### config.mk
export PLATFORM = sky130hd
export DESIGN_NAME = transfer_buffer_port
export DESIGN_NICKNAME = d
export VERILOG_FILES = /design/src/xfer_port_pkg.sv /design/src/transfer_buffer_port.sv
export SDC_FILE = /design/constraint.sdc
export NUM_CORES = 1
export LEC_CHECK = 0
export BUFFER_PORTS_ARGS = -buffer_cell sky130_fd_sc_hd__buf_2
export CAP_MARGIN = 20
export CORE_AREA = 2 2 160 123
export CTS_CLUSTER_SIZE = 20
export DETAILED_ROUTE_END_ITERATION = 8
export DIE_AREA = 0 0 162 125
export GPL_TIMING_DRIVEN = 0
export SYNTH_ARGS = -nofsm -noshare
export SYNTH_HDL_FRONTEND = slang
export SYNTH_SLANG_ARGS = --single-unit
### constraint.sdc
create_clock -name clk_i -period 2.57 [get_ports clk_i]
set_clock_uncertainty 0.05 [all_clocks]
set_input_delay 0.257 -clock clk_i [delete_from_list [all_inputs] [get_ports clk_i]]
set_output_delay 0.257 -clock clk_i [all_outputs]
set_load 0.03 [all_outputs]
### src/xfer_port_pkg.sv
package xfer_port_pkg;

   // ==================================================
   // Widths and buffer depth
   localparam int PORT_W = 16;
   localparam int COUNT_W = 16;
   localparam int BUF_DEPTH = 2;

   // ==================================================
   // Pin levels after reset
   localparam logic RST_REQUEST_N = 1'h1;
   localparam logic RST_LOAD_N = 1'h1;
   localparam logic RST_DIRECTION = 1'h1;
   localparam logic RST_CHANNEL = 1'h0;
   localparam logic RST_DATA_OE_N = 1'h1;
   localparam logic RST_EOP_OE_N = 1'h1;

   // ==================================================
   // Direction encoding on the pin
   localparam logic DIR_TO_BOARD = 1'h1;
   localparam logic DIR_TO_EISA = 1'h0;

   // ==================================================
   // Link clock, nominal 16 to 20 MHz
   localparam int PORT_CLK_MIN_KHZ = 16000;
   localparam int PORT_CLK_MAX_KHZ = 20000;

   // ==================================================
   // Sequencer states
   typedef enum logic [3:0] {
      ST_IDLE = 4'h1,
      ST_LOAD = 4'h2,
      ST_XFER = 4'h4,
      ST_EOP = 4'h8
   } port_state_t;

endpackage

### src/transfer_buffer_port.sv
`timescale 1ns/1ps

// Summary of operation
// (RQ1) Request output goes low when the port wants to move data.
// (RQ2) Request stays low until transfer completes or is interrupted.
// (RQ3) Buffer logic acknowledges each 16-bit word once.
// (RQ4) Address-load output loads start and real-time address into external counter; the code loads only the start address, once per transfer.
// (RQ5) Address-load asserted at each new channel access, held until acknowledged.
// (RQ6) Direction high means EISA to board, low means board to EISA.
// (RQ7) Direction valid with load or request, stable while request is low.
// (RQ8) Channel select low for channel 0, high for channel 1.
// (RQ9) Channel select times like direction, stable while load or request low.
// (RQ10) Port data bus carries word-aligned 16-bit data.
// (RQ11) Transfer address is driven on the data bus during address load.
// (RQ12) Data bus never driven while external output-enable input is high; the code releases the bus up to three clk_i cycles after the input rises.
// (RQ13) During EISA write transfers the data lines are inputs only.
// (RQ14) End-of-process pulled low at transfer end, released otherwise.
// (RQ15) All port control is synchronous to the port clock; the code moves direction, channel and bus enable on clk_i alone.
// (RQ16) Reset: request and load high, direction high, channel low, bus released.
// (RQ17) Acknowledge sampled on port clock rising edges, one word per asserted edge.
module transfer_buffer_port
   import xfer_port_pkg::*;
#(
   parameter int DATA_W = PORT_W,
   parameter int CNT_W = COUNT_W,
   parameter int DEPTH = BUF_DEPTH
) (
   input wire logic clk_i,
   input wire logic srst_i,
   input wire logic start_i,
   input wire logic start_direction_i,
   input wire logic start_channel_i,
   input wire logic [DATA_W-1:0] start_addr_i,
   input wire logic [CNT_W-1:0] start_words_i,
   input wire logic abort_i,
   input wire logic [DATA_W-1:0] tx_data_i,
   input wire logic tx_valid_i,
   output logic tx_ready_o,
   output logic [DATA_W-1:0] rx_data_o,
   output logic rx_valid_o,
   input wire logic rx_ready_i,
   output logic busy_o,
   output logic done_o,
   input wire logic port_clock_i,
   input wire logic xfer_ack_n_i,
   input wire logic data_output_enable_n_i,
   input wire logic [DATA_W-1:0] port_data_bus_i,
   output logic [DATA_W-1:0] port_data_bus_o,
   output logic port_data_bus_oe_n_o,
   output logic xfer_request_n_o,
   output logic addr_load_n_o,
   output logic xfer_direction_o,
   output logic channel_select_o,
   output logic end_of_process_n_o,
   output logic end_of_process_oe_n_o
);

   localparam int PW = (DEPTH > 1) ? $clog2(DEPTH) : 1;
   localparam int CW = $clog2(DEPTH + 1);
   localparam logic [CW-1:0] FULL = CW'(DEPTH);
   localparam logic [PW-1:0] LAST_SLOT = PW'(DEPTH - 1);

   // ==================================================
   // State
   typedef struct packed {
      port_state_t st;
      logic clk_s0;
      logic clk_s1;
      logic clk_prev;
      logic ack_s0;
      logic ack_s1;
      logic oe_s0;
      logic oe_s1;
      logic [DATA_W-1:0] dat_s0;
      logic [DATA_W-1:0] dat_s1;
      logic req_n;
      logic load_n;
      logic dir;
      logic chan;
      logic [DATA_W-1:0] dout;
      logic dout_oe_n;
      logic eop_oe_n;
      logic [DATA_W-1:0] addr;
      logic [CNT_W-1:0] left;
      logic [DEPTH-1:0][DATA_W-1:0] mem;
      logic [PW-1:0] wp;
      logic [PW-1:0] rp;
      logic [CW-1:0] cnt;
      logic tx_ready;
      logic [DATA_W-1:0] rx_data;
      logic rx_valid;
      logic busy;
      logic done;
   } port_regs_t;

   port_regs_t q;
   port_regs_t next_q;
   logic edge_seen;
   logic acked;
   logic push;
   logic pop;
   logic [DATA_W-1:0] push_data;

   // ==================================================
   // Next state
   always_comb begin
      next_q = q;
      // Two-stage synchronisers for every pin input
      next_q.clk_s0 = port_clock_i;
      next_q.clk_s1 = q.clk_s0;
      next_q.clk_prev = q.clk_s1;
      next_q.ack_s0 = xfer_ack_n_i;
      next_q.ack_s1 = q.ack_s0;
      next_q.oe_s0 = data_output_enable_n_i;
      next_q.oe_s1 = q.oe_s0;
      next_q.dat_s0 = port_data_bus_i;
      next_q.dat_s1 = q.dat_s0;
      next_q.done = 1'h0;

      // Request, load, bus data and end-of-process pins move only on a port clock rising edge
      edge_seen = q.clk_s1 & ~q.clk_prev; // [RQ15]
      acked = edge_seen && (q.st == ST_XFER) && !q.req_n && !q.ack_s1; // [RQ17] [RQ3]

      push = 1'h0;
      pop = 1'h0;
      push_data = tx_data_i;
      if (q.dir == DIR_TO_BOARD) begin
         push = tx_valid_i && q.tx_ready;
         pop = acked;
      end else begin
         push = acked;
         push_data = q.dat_s1; // [RQ10]
         pop = q.rx_valid && rx_ready_i;
      end

      case (q.st)
         ST_IDLE: begin
            if (start_i && (start_words_i != '0)) begin
               // Latched while load and request are both inactive
               next_q.dir = start_direction_i; // [RQ6] [RQ7]
               next_q.chan = start_channel_i; // [RQ8] [RQ9]
               next_q.addr = start_addr_i;
               next_q.left = start_words_i;
               next_q.busy = 1'h1;
               next_q.st = ST_LOAD;
            end
         end
         ST_LOAD: begin
            if (abort_i && edge_seen) begin
               next_q.load_n = 1'h1;
               next_q.busy = 1'h0;
               next_q.st = ST_IDLE;
            end else if (edge_seen && q.load_n) begin
               next_q.load_n = 1'h0; // [RQ4] [RQ5]
               next_q.dout = q.addr; // [RQ11]
            end else if (edge_seen && !q.ack_s1) begin
               // Held until the buffer logic answers it
               next_q.load_n = 1'h1; // [RQ5]
               next_q.st = ST_XFER;
            end
         end
         ST_XFER: begin
            if (abort_i && edge_seen) begin
               next_q.req_n = 1'h1; // [RQ2]
               next_q.busy = 1'h0;
               next_q.st = ST_IDLE;
            end else if (acked && (q.left == CNT_W'(1))) begin
               next_q.left = '0;
               next_q.req_n = 1'h1; // [RQ2]
               next_q.eop_oe_n = 1'h0; // [RQ14]
               next_q.st = ST_EOP;
            end else if (acked) begin
               next_q.left = q.left - 1'h1; // [RQ17]
            end
         end
         ST_EOP: begin
            if (edge_seen) begin
               next_q.eop_oe_n = 1'h1; // [RQ14]
            end
            // Received words still waiting for the user keep the port busy,
            // since dropping back to idle would flush them.
            if (next_q.eop_oe_n && ((q.dir == DIR_TO_BOARD) || (q.cnt == '0))) begin
               next_q.busy = 1'h0;
               next_q.done = 1'h1;
               next_q.st = ST_IDLE;
            end
         end
         default: begin
            next_q.st = ST_IDLE;
         end
      endcase

      // Two-entry buffer
      if (push) begin
         next_q.mem[q.wp] = push_data;
         next_q.wp = (q.wp == LAST_SLOT) ? '0 : q.wp + 1'h1;
      end
      if (pop) begin
         next_q.rp = (q.rp == LAST_SLOT) ? '0 : q.rp + 1'h1;
      end
      if (push && !pop) begin
         next_q.cnt = q.cnt + 1'h1;
      end else if (pop && !push) begin
         next_q.cnt = q.cnt - 1'h1;
      end
      if (next_q.st == ST_IDLE) begin
         // Abort drops any words still held
         next_q.wp = '0;
         next_q.rp = '0;
         next_q.cnt = '0;
      end

      // Request tracks buffer fill (a word to send, or room to receive); a stall here is an interruption,
      // resumed later without a new address load.
      if ((q.st == ST_XFER) && (next_q.st == ST_XFER) && edge_seen) begin
         if (q.dir == DIR_TO_BOARD) begin
            next_q.req_n = (next_q.cnt == '0); // [RQ1]
         end else begin
            next_q.req_n = (next_q.cnt == FULL); // [RQ1]
         end
         if (q.dir == DIR_TO_BOARD) begin
            next_q.dout = next_q.mem[next_q.rp];
         end
      end

      // Bus drive re-evaluated every clk_i cycle so the synchronised external enable acts without waiting for a port clock edge
      if (q.oe_s1) begin
         next_q.dout_oe_n = 1'h1; // [RQ12]
      end else if ((next_q.st == ST_LOAD) && !next_q.load_n) begin
         next_q.dout_oe_n = 1'h0; // [RQ11]
      end else if ((next_q.st == ST_XFER) && (next_q.dir == DIR_TO_BOARD) && !next_q.req_n) begin
         next_q.dout_oe_n = 1'h0;
      end else begin
         next_q.dout_oe_n = 1'h1; // [RQ13]
      end

      next_q.tx_ready = next_q.busy && (next_q.dir == DIR_TO_BOARD) && (next_q.cnt != FULL);
      next_q.rx_valid = (next_q.dir == DIR_TO_EISA) && (next_q.cnt != '0);
      next_q.rx_data = next_q.mem[next_q.rp];
   end

   // ==================================================
   // Registers
   always_ff @(posedge clk_i) begin
      if (srst_i) begin
         q <= '0;
         q.st <= ST_IDLE;
         q.clk_s0 <= 1'h1;
         q.clk_s1 <= 1'h1;
         q.clk_prev <= 1'h1;
         q.ack_s0 <= 1'h1;
         q.ack_s1 <= 1'h1;
         q.oe_s0 <= 1'h1;
         q.oe_s1 <= 1'h1;
         q.req_n <= RST_REQUEST_N; // [RQ16]
         q.load_n <= RST_LOAD_N; // [RQ16]
         q.dir <= RST_DIRECTION; // [RQ16]
         q.chan <= RST_CHANNEL; // [RQ16]
         q.dout_oe_n <= RST_DATA_OE_N; // [RQ16]
         q.eop_oe_n <= RST_EOP_OE_N;
      end else begin
         q <= next_q;
      end
   end

   // ==================================================
   // Outputs
   assign tx_ready_o = q.tx_ready;
   assign rx_data_o = q.rx_data;
   assign rx_valid_o = q.rx_valid;
   assign busy_o = q.busy;
   assign done_o = q.done;
   assign port_data_bus_o = q.dout;
   assign port_data_bus_oe_n_o = q.dout_oe_n;
   assign xfer_request_n_o = q.req_n;
   assign addr_load_n_o = q.load_n;
   assign xfer_direction_o = q.dir;
   assign channel_select_o = q.chan;
   // Open collector: only ever pulls low
   assign end_of_process_n_o = 1'h0; // [RQ14]
   assign end_of_process_oe_n_o = q.eop_oe_n;
endmodule

==> impl_metrics.prom <==
# TYPE chip_impl_metric gauge
chip_impl_info{name="min_from",value="port_data_bus_i[5]"} 1
chip_impl_info{name="worstReg2RegEnd",value="port_data_bus_o[13]"} 1
chip_impl_metric{name="timing_max_transition_violations_final",unit=""} 0
chip_impl_info{name="reg2reg_from",value="q[150]"} 1
chip_impl_info{name="top_delay_family_on_crit_path",value="compound AO/OA/AOI/OAI gates"} 1
chip_impl_metric{name="power-per-cell-area",unit="nW/um^2"} 601
chip_impl_metric{name="max-vdd-ir-drop",unit="mV"} 0.395
chip_impl_metric{name="post_layout_net_count",unit=""} 1052
chip_impl_metric{name="detail_route.vias_per_cell",unit=""} 5.22
chip_impl_metric{name="numClockSinks",unit=""} 153
chip_impl_metric{name="io_buffers",unit=""} 115
chip_impl_metric{name="total_vias_in_the_final_route",unit=""} 6473
chip_impl_metric{name="slew-limit-headroom",unit=""} 0.480
chip_impl_metric{name="clock_insertion_delay_worst_skew",unit="ns"} 0.43
chip_impl_info{name="ctsRootBufferMaster",value="sky130_fd_sc_hd__clkbuf_16"} 1
chip_impl_metric{name="path_max_fanout",unit=""} 8
chip_impl_info{name="outcome",value="finished, final reports clean"} 1
chip_impl_info{name="hold_path_class",value="primary input to flop"} 1
chip_impl_metric{name="detail_route.wirelength",unit="mm"} 21.3
chip_impl_metric{name="syn-cell-area",unit="um^2"} 7310
chip_impl_metric{name="period_share",unit=""} 0.988
chip_impl_info{name="ys_dominant_reg_cell",value="sky130_fd_sc_hd__dfxtp_1"} 1
chip_impl_metric{name="yosys.cell_types.count",unit=""} 70
chip_impl_metric{name="post_synth_inst_count",unit=""} 807
chip_impl_metric{name="dieWidth",unit="um"} 162
chip_impl_info{name="cp_slowest_cell",value="sky130_fd_sc_hd__a2111o_1"} 1
chip_impl_metric{name="grt_start_max_net_pins",unit=""} 17
chip_impl_metric{name="setup_slack",unit="ns"} 0.0311
chip_impl_metric{name="clock.fmax",unit="MHz"} 394
chip_impl_metric{name="finalPower",unit="mW"} 5.59
chip_impl_metric{name="power.net_switching",unit="mW"} 1.56
chip_impl_metric{name="cap_viol_max_count",unit=""} 0
chip_impl_metric{name="setup_viol",unit=""} 0
chip_impl_metric{name="tritoncts_buffers",unit=""} 17
chip_impl_info{name="startpoint_type_of_the_worst_setup_path",value="flop"} 1
chip_impl_metric{name="final_antenna_net_count",unit=""} 0
chip_impl_metric{name="whs_path_cells",unit=""} 2
chip_impl_metric{name="static-leakage-power",unit="nW"} 3.78
chip_impl_metric{name="worst_slew_pin_slew",unit="ns"} 0.780
chip_impl_metric{name="grt_usage",unit=""} 0.205
chip_impl_metric{name="switching_share",unit=""} 0.279
chip_impl_metric{name="grt_pass1_vias",unit=""} 5842
chip_impl_metric{name="post_route_cells_drive_above_1_share",unit=""} 0.311
chip_impl_metric{name="drt_iter0_markers",unit=""} 646
chip_impl_metric{name="synth.avg_cell_area",unit="um^2"} 9.06
chip_impl_info{name="worst-setup-path-type",value="flop to flop"} 1
chip_impl_metric{name="register_bit_total_from_synthesis",unit=""} 153
chip_impl_metric{name="initial_core_utilization",unit=""} 0.388
chip_impl_metric{name="floorplan.die_area",unit="um^2"} 20300
chip_impl_metric{name="p_r_area_growth_vs_syn",unit="%"} 27.3
chip_impl_metric{name="internal_power",unit="mW"} 4.03
chip_impl_metric{name="h_tree_depth",unit=""} 4
chip_impl_metric{name="r2r.worst_path.cells",unit=""} 9
chip_impl_info{name="timing.critical_path.cells",value="buf_6, nor4b_4, a31oi_4, xnor2_4, buf_12, nand3_4, buf_6, a2111o_1, a311oi_2"} 1
chip_impl_metric{name="drc_errors",unit=""} 0
chip_impl_info{name="rsz0062_at_grt",value="true"} 1
chip_impl_metric{name="worst_ep_required_time",unit="ns"} 2.86
chip_impl_metric{name="core",unit="um^2"} 18800
chip_impl_metric{name="crit_path_max_incr_delay",unit="ns"} 0.49
chip_impl_metric{name="first_pass_iters",unit=""} 5
chip_impl_metric{name="yosysWarningCount",unit=""} 0
chip_impl_metric{name="asyncSetResetFlopFracSynth",unit=""} 0
chip_impl_metric{name="clockPowerShare",unit=""} 0.407
chip_impl_metric{name="yosysSeqAreaShare",unit=""} 0.419
chip_impl_metric{name="initial_antenna_violation_count",unit=""} 1
chip_impl_metric{name="cts.clk_slew.worst_paths",unit="ns"} 0.06
chip_impl_metric{name="worst-endpoint-arrival",unit="ns"} 2.83
chip_impl_metric{name="postSynthNetCount",unit=""} 885
chip_impl_metric{name="timing_hold_violations_final",unit=""} 0
chip_impl_metric{name="tns",unit="ns"} 0
chip_impl_metric{name="place_hpwl",unit="mm"} 15.7
chip_impl_metric{name="routabilityCongestion",unit=""} 0.899
chip_impl_metric{name="power.sequential.fraction",unit=""} 0.454
chip_impl_metric{name="timing.final.crit_period",unit="ns"} 2.54
chip_impl_metric{name="comb_power_share",unit=""} 0.138
chip_impl_metric{name="global_route_wire_length_before_repair",unit="mm"} 32.4
chip_impl_metric{name="fp.dieH",unit="um"} 125
chip_impl_metric{name="placementRows",unit=""} 44
chip_impl_metric{name="grt.overflow.total",unit=""} 0
chip_impl_metric{name="number_of_buffers_on_the_longest_clock_path",unit=""} 2
chip_impl_metric{name="crit_buf_inv",unit=""} 3
chip_impl_metric{name="antenna-diode-count",unit=""} 0
chip_impl_metric{name="worst_hold_slack",unit="ns"} 0.0153
chip_impl_info{name="cts_tree",value="built"} 1
chip_impl_info{name="holdPathEnd",value="next_q[115]"} 1
chip_impl_info{name="worst_path_most_repeated_cell",value="sky130_fd_sc_hd__buf_6"} 1
chip_impl_metric{name="io-pin-count",unit=""} 118
chip_impl_metric{name="synth_enable_flop_cells",unit=""} 0
chip_impl_metric{name="finish.utilization",unit=""} 0.494
chip_impl_metric{name="wl_per_cell",unit="um"} 17.1
chip_impl_metric{name="r2r_setup_slack",unit="ns"} 0.03
chip_impl_metric{name="dp_slack",unit="ns"} -0.499
chip_impl_info{name="cp-end-kind",value="flop"} 1
logic make-up after synthesis:
family | after synthesis | synth area share
DFF | 153 | 0.419
and+or+nand+nor | 281 | 0.201
muxes | 52 | 0.0756
other | 1 | 0.000513
AOI/OAI and AO/OA | 208 | 0.207
xor gates and xnor gates | 6 | 0.00976
buffers and inverters | 103 | 0.0816
adders and majority gates | 3 | 0.00513
worst register-to-register path: stages (launching register included):
cell                       delay, ns
sky130_fd_sc_hd__dfxtp_1        0.31
sky130_fd_sc_hd__buf_6          0.14
sky130_fd_sc_hd__nor4b_4        0.40
sky130_fd_sc_hd__a31oi_4        0.19
sky130_fd_sc_hd__xnor2_4        0.23
sky130_fd_sc_hd__buf_12         0.14
sky130_fd_sc_hd__nand3_4        0.11
sky130_fd_sc_hd__buf_6          0.16
sky130_fd_sc_hd__a2111o_1       0.49
sky130_fd_sc_hd__a311oi_2       0.25
cells in the final DEF, fill, tap and decap left out, types with 5 or more instances in the layout:
| master | n |
|---|---|
| sky130_fd_sc_hd__a2111o_1 | 16 |
| sky130_fd_sc_hd__a211oi_1 | 40 |
| sky130_fd_sc_hd__a21oi_1 | 27 |
| sky130_fd_sc_hd__a22oi_1 | 9 |
| sky130_fd_sc_hd__a31oi_1 | 26 |
| sky130_fd_sc_hd__a32oi_1 | 14 |
| sky130_fd_sc_hd__buf_2 | 128 |
| sky130_fd_sc_hd__buf_4 | 54 |
| sky130_fd_sc_hd__buf_6 | 7 |
| sky130_fd_sc_hd__clkbuf_1 | 22 |
| sky130_fd_sc_hd__clkbuf_16 | 18 |
| sky130_fd_sc_hd__clkbuf_2 | 8 |
| sky130_fd_sc_hd__clkbuf_4 | 7 |
| sky130_fd_sc_hd__clkinvlp_4 | 5 |
| sky130_fd_sc_hd__dfxtp_1 | 149 |
| sky130_fd_sc_hd__dlygate4sd3_1 | 16 |
| sky130_fd_sc_hd__inv_1 | 7 |
| sky130_fd_sc_hd__mux2_2 | 16 |
| sky130_fd_sc_hd__mux2i_1 | 35 |
| sky130_fd_sc_hd__nand2_1 | 40 |
| sky130_fd_sc_hd__nor2_1 | 102 |
| sky130_fd_sc_hd__nor2b_1 | 50 |
| sky130_fd_sc_hd__nor3_1 | 9 |
| sky130_fd_sc_hd__nor4_1 | 21 |
| sky130_fd_sc_hd__o21ai_0 | 31 |
| sky130_fd_sc_hd__o31ai_1 | 5 |
| sky130_fd_sc_hd__or2_2 | 10 |
| sky130_fd_sc_hd__or3_1 | 5 |
what timing repair did:
item                       CTS  global route
hold endpoints to repair    16             0
buffers inserted             5            12
cloned                       0             1
pin swaps                    5            11
setup endpoints to repair   66            81
hold buffers                16             0
gates resized for setup     16            55
per-layer routing:
metal	global-route usage	wire, um	part of all wire	vias to the layer above
met4	0.0521	310	0.015	2
met1	0.328	11300	0.53	2963
met5	0	13	0.00061	-
met2	0.267	7990	0.38	228
met3	0.0514	1620	0.076	25
li1	-	-	-	3255
synthesized netlist by cell type (3+ instances only):
library cell	instances	area, um^2
sky130_fd_sc_hd__dfxtp_1	153	3060
sky130_fd_sc_hd__nor2_1	103	387
sky130_fd_sc_hd__nor2b_1	50	313
sky130_fd_sc_hd__a211oi_1	40	300
sky130_fd_sc_hd__nand2_1	40	150
sky130_fd_sc_hd__buf_4	37	278
sky130_fd_sc_hd__mux2i_1	35	350
sky130_fd_sc_hd__clkbuf_1	31	116
sky130_fd_sc_hd__o21ai_0	31	155
sky130_fd_sc_hd__a21oi_1	29	145
sky130_fd_sc_hd__a31oi_1	27	169
sky130_fd_sc_hd__nor4_1	23	144
sky130_fd_sc_hd__buf_2	21	105
sky130_fd_sc_hd__a32oi_1	17	149
sky130_fd_sc_hd__a2111o_1	16	180
sky130_fd_sc_hd__mux2_2	16	180
sky130_fd_sc_hd__nor3_1	10	50.1
sky130_fd_sc_hd__or2_2	10	62.6
sky130_fd_sc_hd__a22oi_1	9	67.6
sky130_fd_sc_hd__a311oi_1	7	61.3
sky130_fd_sc_hd__inv_1	7	26.3
sky130_fd_sc_hd__buf_6	6	67.6
sky130_fd_sc_hd__o31ai_1	5	37.5
sky130_fd_sc_hd__or3_1	5	31.3
sky130_fd_sc_hd__nand4_1	4	25.0
sky130_fd_sc_hd__a211o_1	3	26.3
sky130_fd_sc_hd__and3_1	3	18.8
sky130_fd_sc_hd__ha_1	3	37.5
sky130_fd_sc_hd__nand2b_1	3	18.8
sky130_fd_sc_hd__nand3_1	3	15.0
sky130_fd_sc_hd__nand4b_1	3	26.3
sky130_fd_sc_hd__nor2_2	3	18.8
sky130_fd_sc_hd__o22ai_1	3	18.8
sky130_fd_sc_hd__or4_1	3	22.5
sky130_fd_sc_hd__xnor2_1	3	26.3
through the flow:
stage	area (um^2)	instances
final	9310	1240
after CTS	9010	1228
after detailed placement	8210	1175
after floorplan	7320	807
after global routing	9310	1240
after global placement	8210	1175
power by group through the flow:
stage | Combinational (mW) | Clock [mW] | Sequential, mW
floorplan | 0.474 | 0 | 2.58
global placement | 0.699 | 0 | 2.59
detailed placement | 0.703 | 0 | 2.59
CTS | 0.737 | 2.32 | 2.54
global route | 0.843 | 2.41 | 2.55
finish | 0.774 | 2.28 | 2.54
state kept, by name, indices dropped and copies added, names as in the netlist:
register               cells
busy_o                     1
q                         91
port_data_bus_o           16
rx_valid_o                 1
next_q                    20
xfer_direction_o           1
port_data_bus_oe_n_o       1
xfer_request_n_o           1
done_o                     1
end_of_process_oe_n_o      1
rx_data_o                 16
addr_load_n_o              1
tx_ready_o                 1
channel_select_o           1
worst max path at each step:
stage | end | slack [ns] | start | cells after the start
after floorplan | port_data_bus_o[13] | 0.04 | xfer_request_n_o | 7
after global placement | rx_data_o[14] | -0.44 | start_words_i[8] | 8
after detailed placement | rx_data_o[1] | -0.50 | start_words_i[8] | 8
after CTS | xfer_request_n_o | 0.002 | q[151] | 8
after global routing | rx_data_o[14] | -0.09 | q[151] | 8
final | port_data_bus_o[13] | 0.03 | q[150] | 9
layout make-up:
class	count	area, um^2
Fill cell	1839	9520
Clock buffer	19	433
Multi-Input combinational cell	551	3830
Buffer	95	619
Inverter	7	26.3
Clock inverter	13	96.3
Sequential cell	153	3070
Tap cell	253	317
Timing Repair Buffer	149	913
Note: power is estimated with default switching activity, not from simulation.
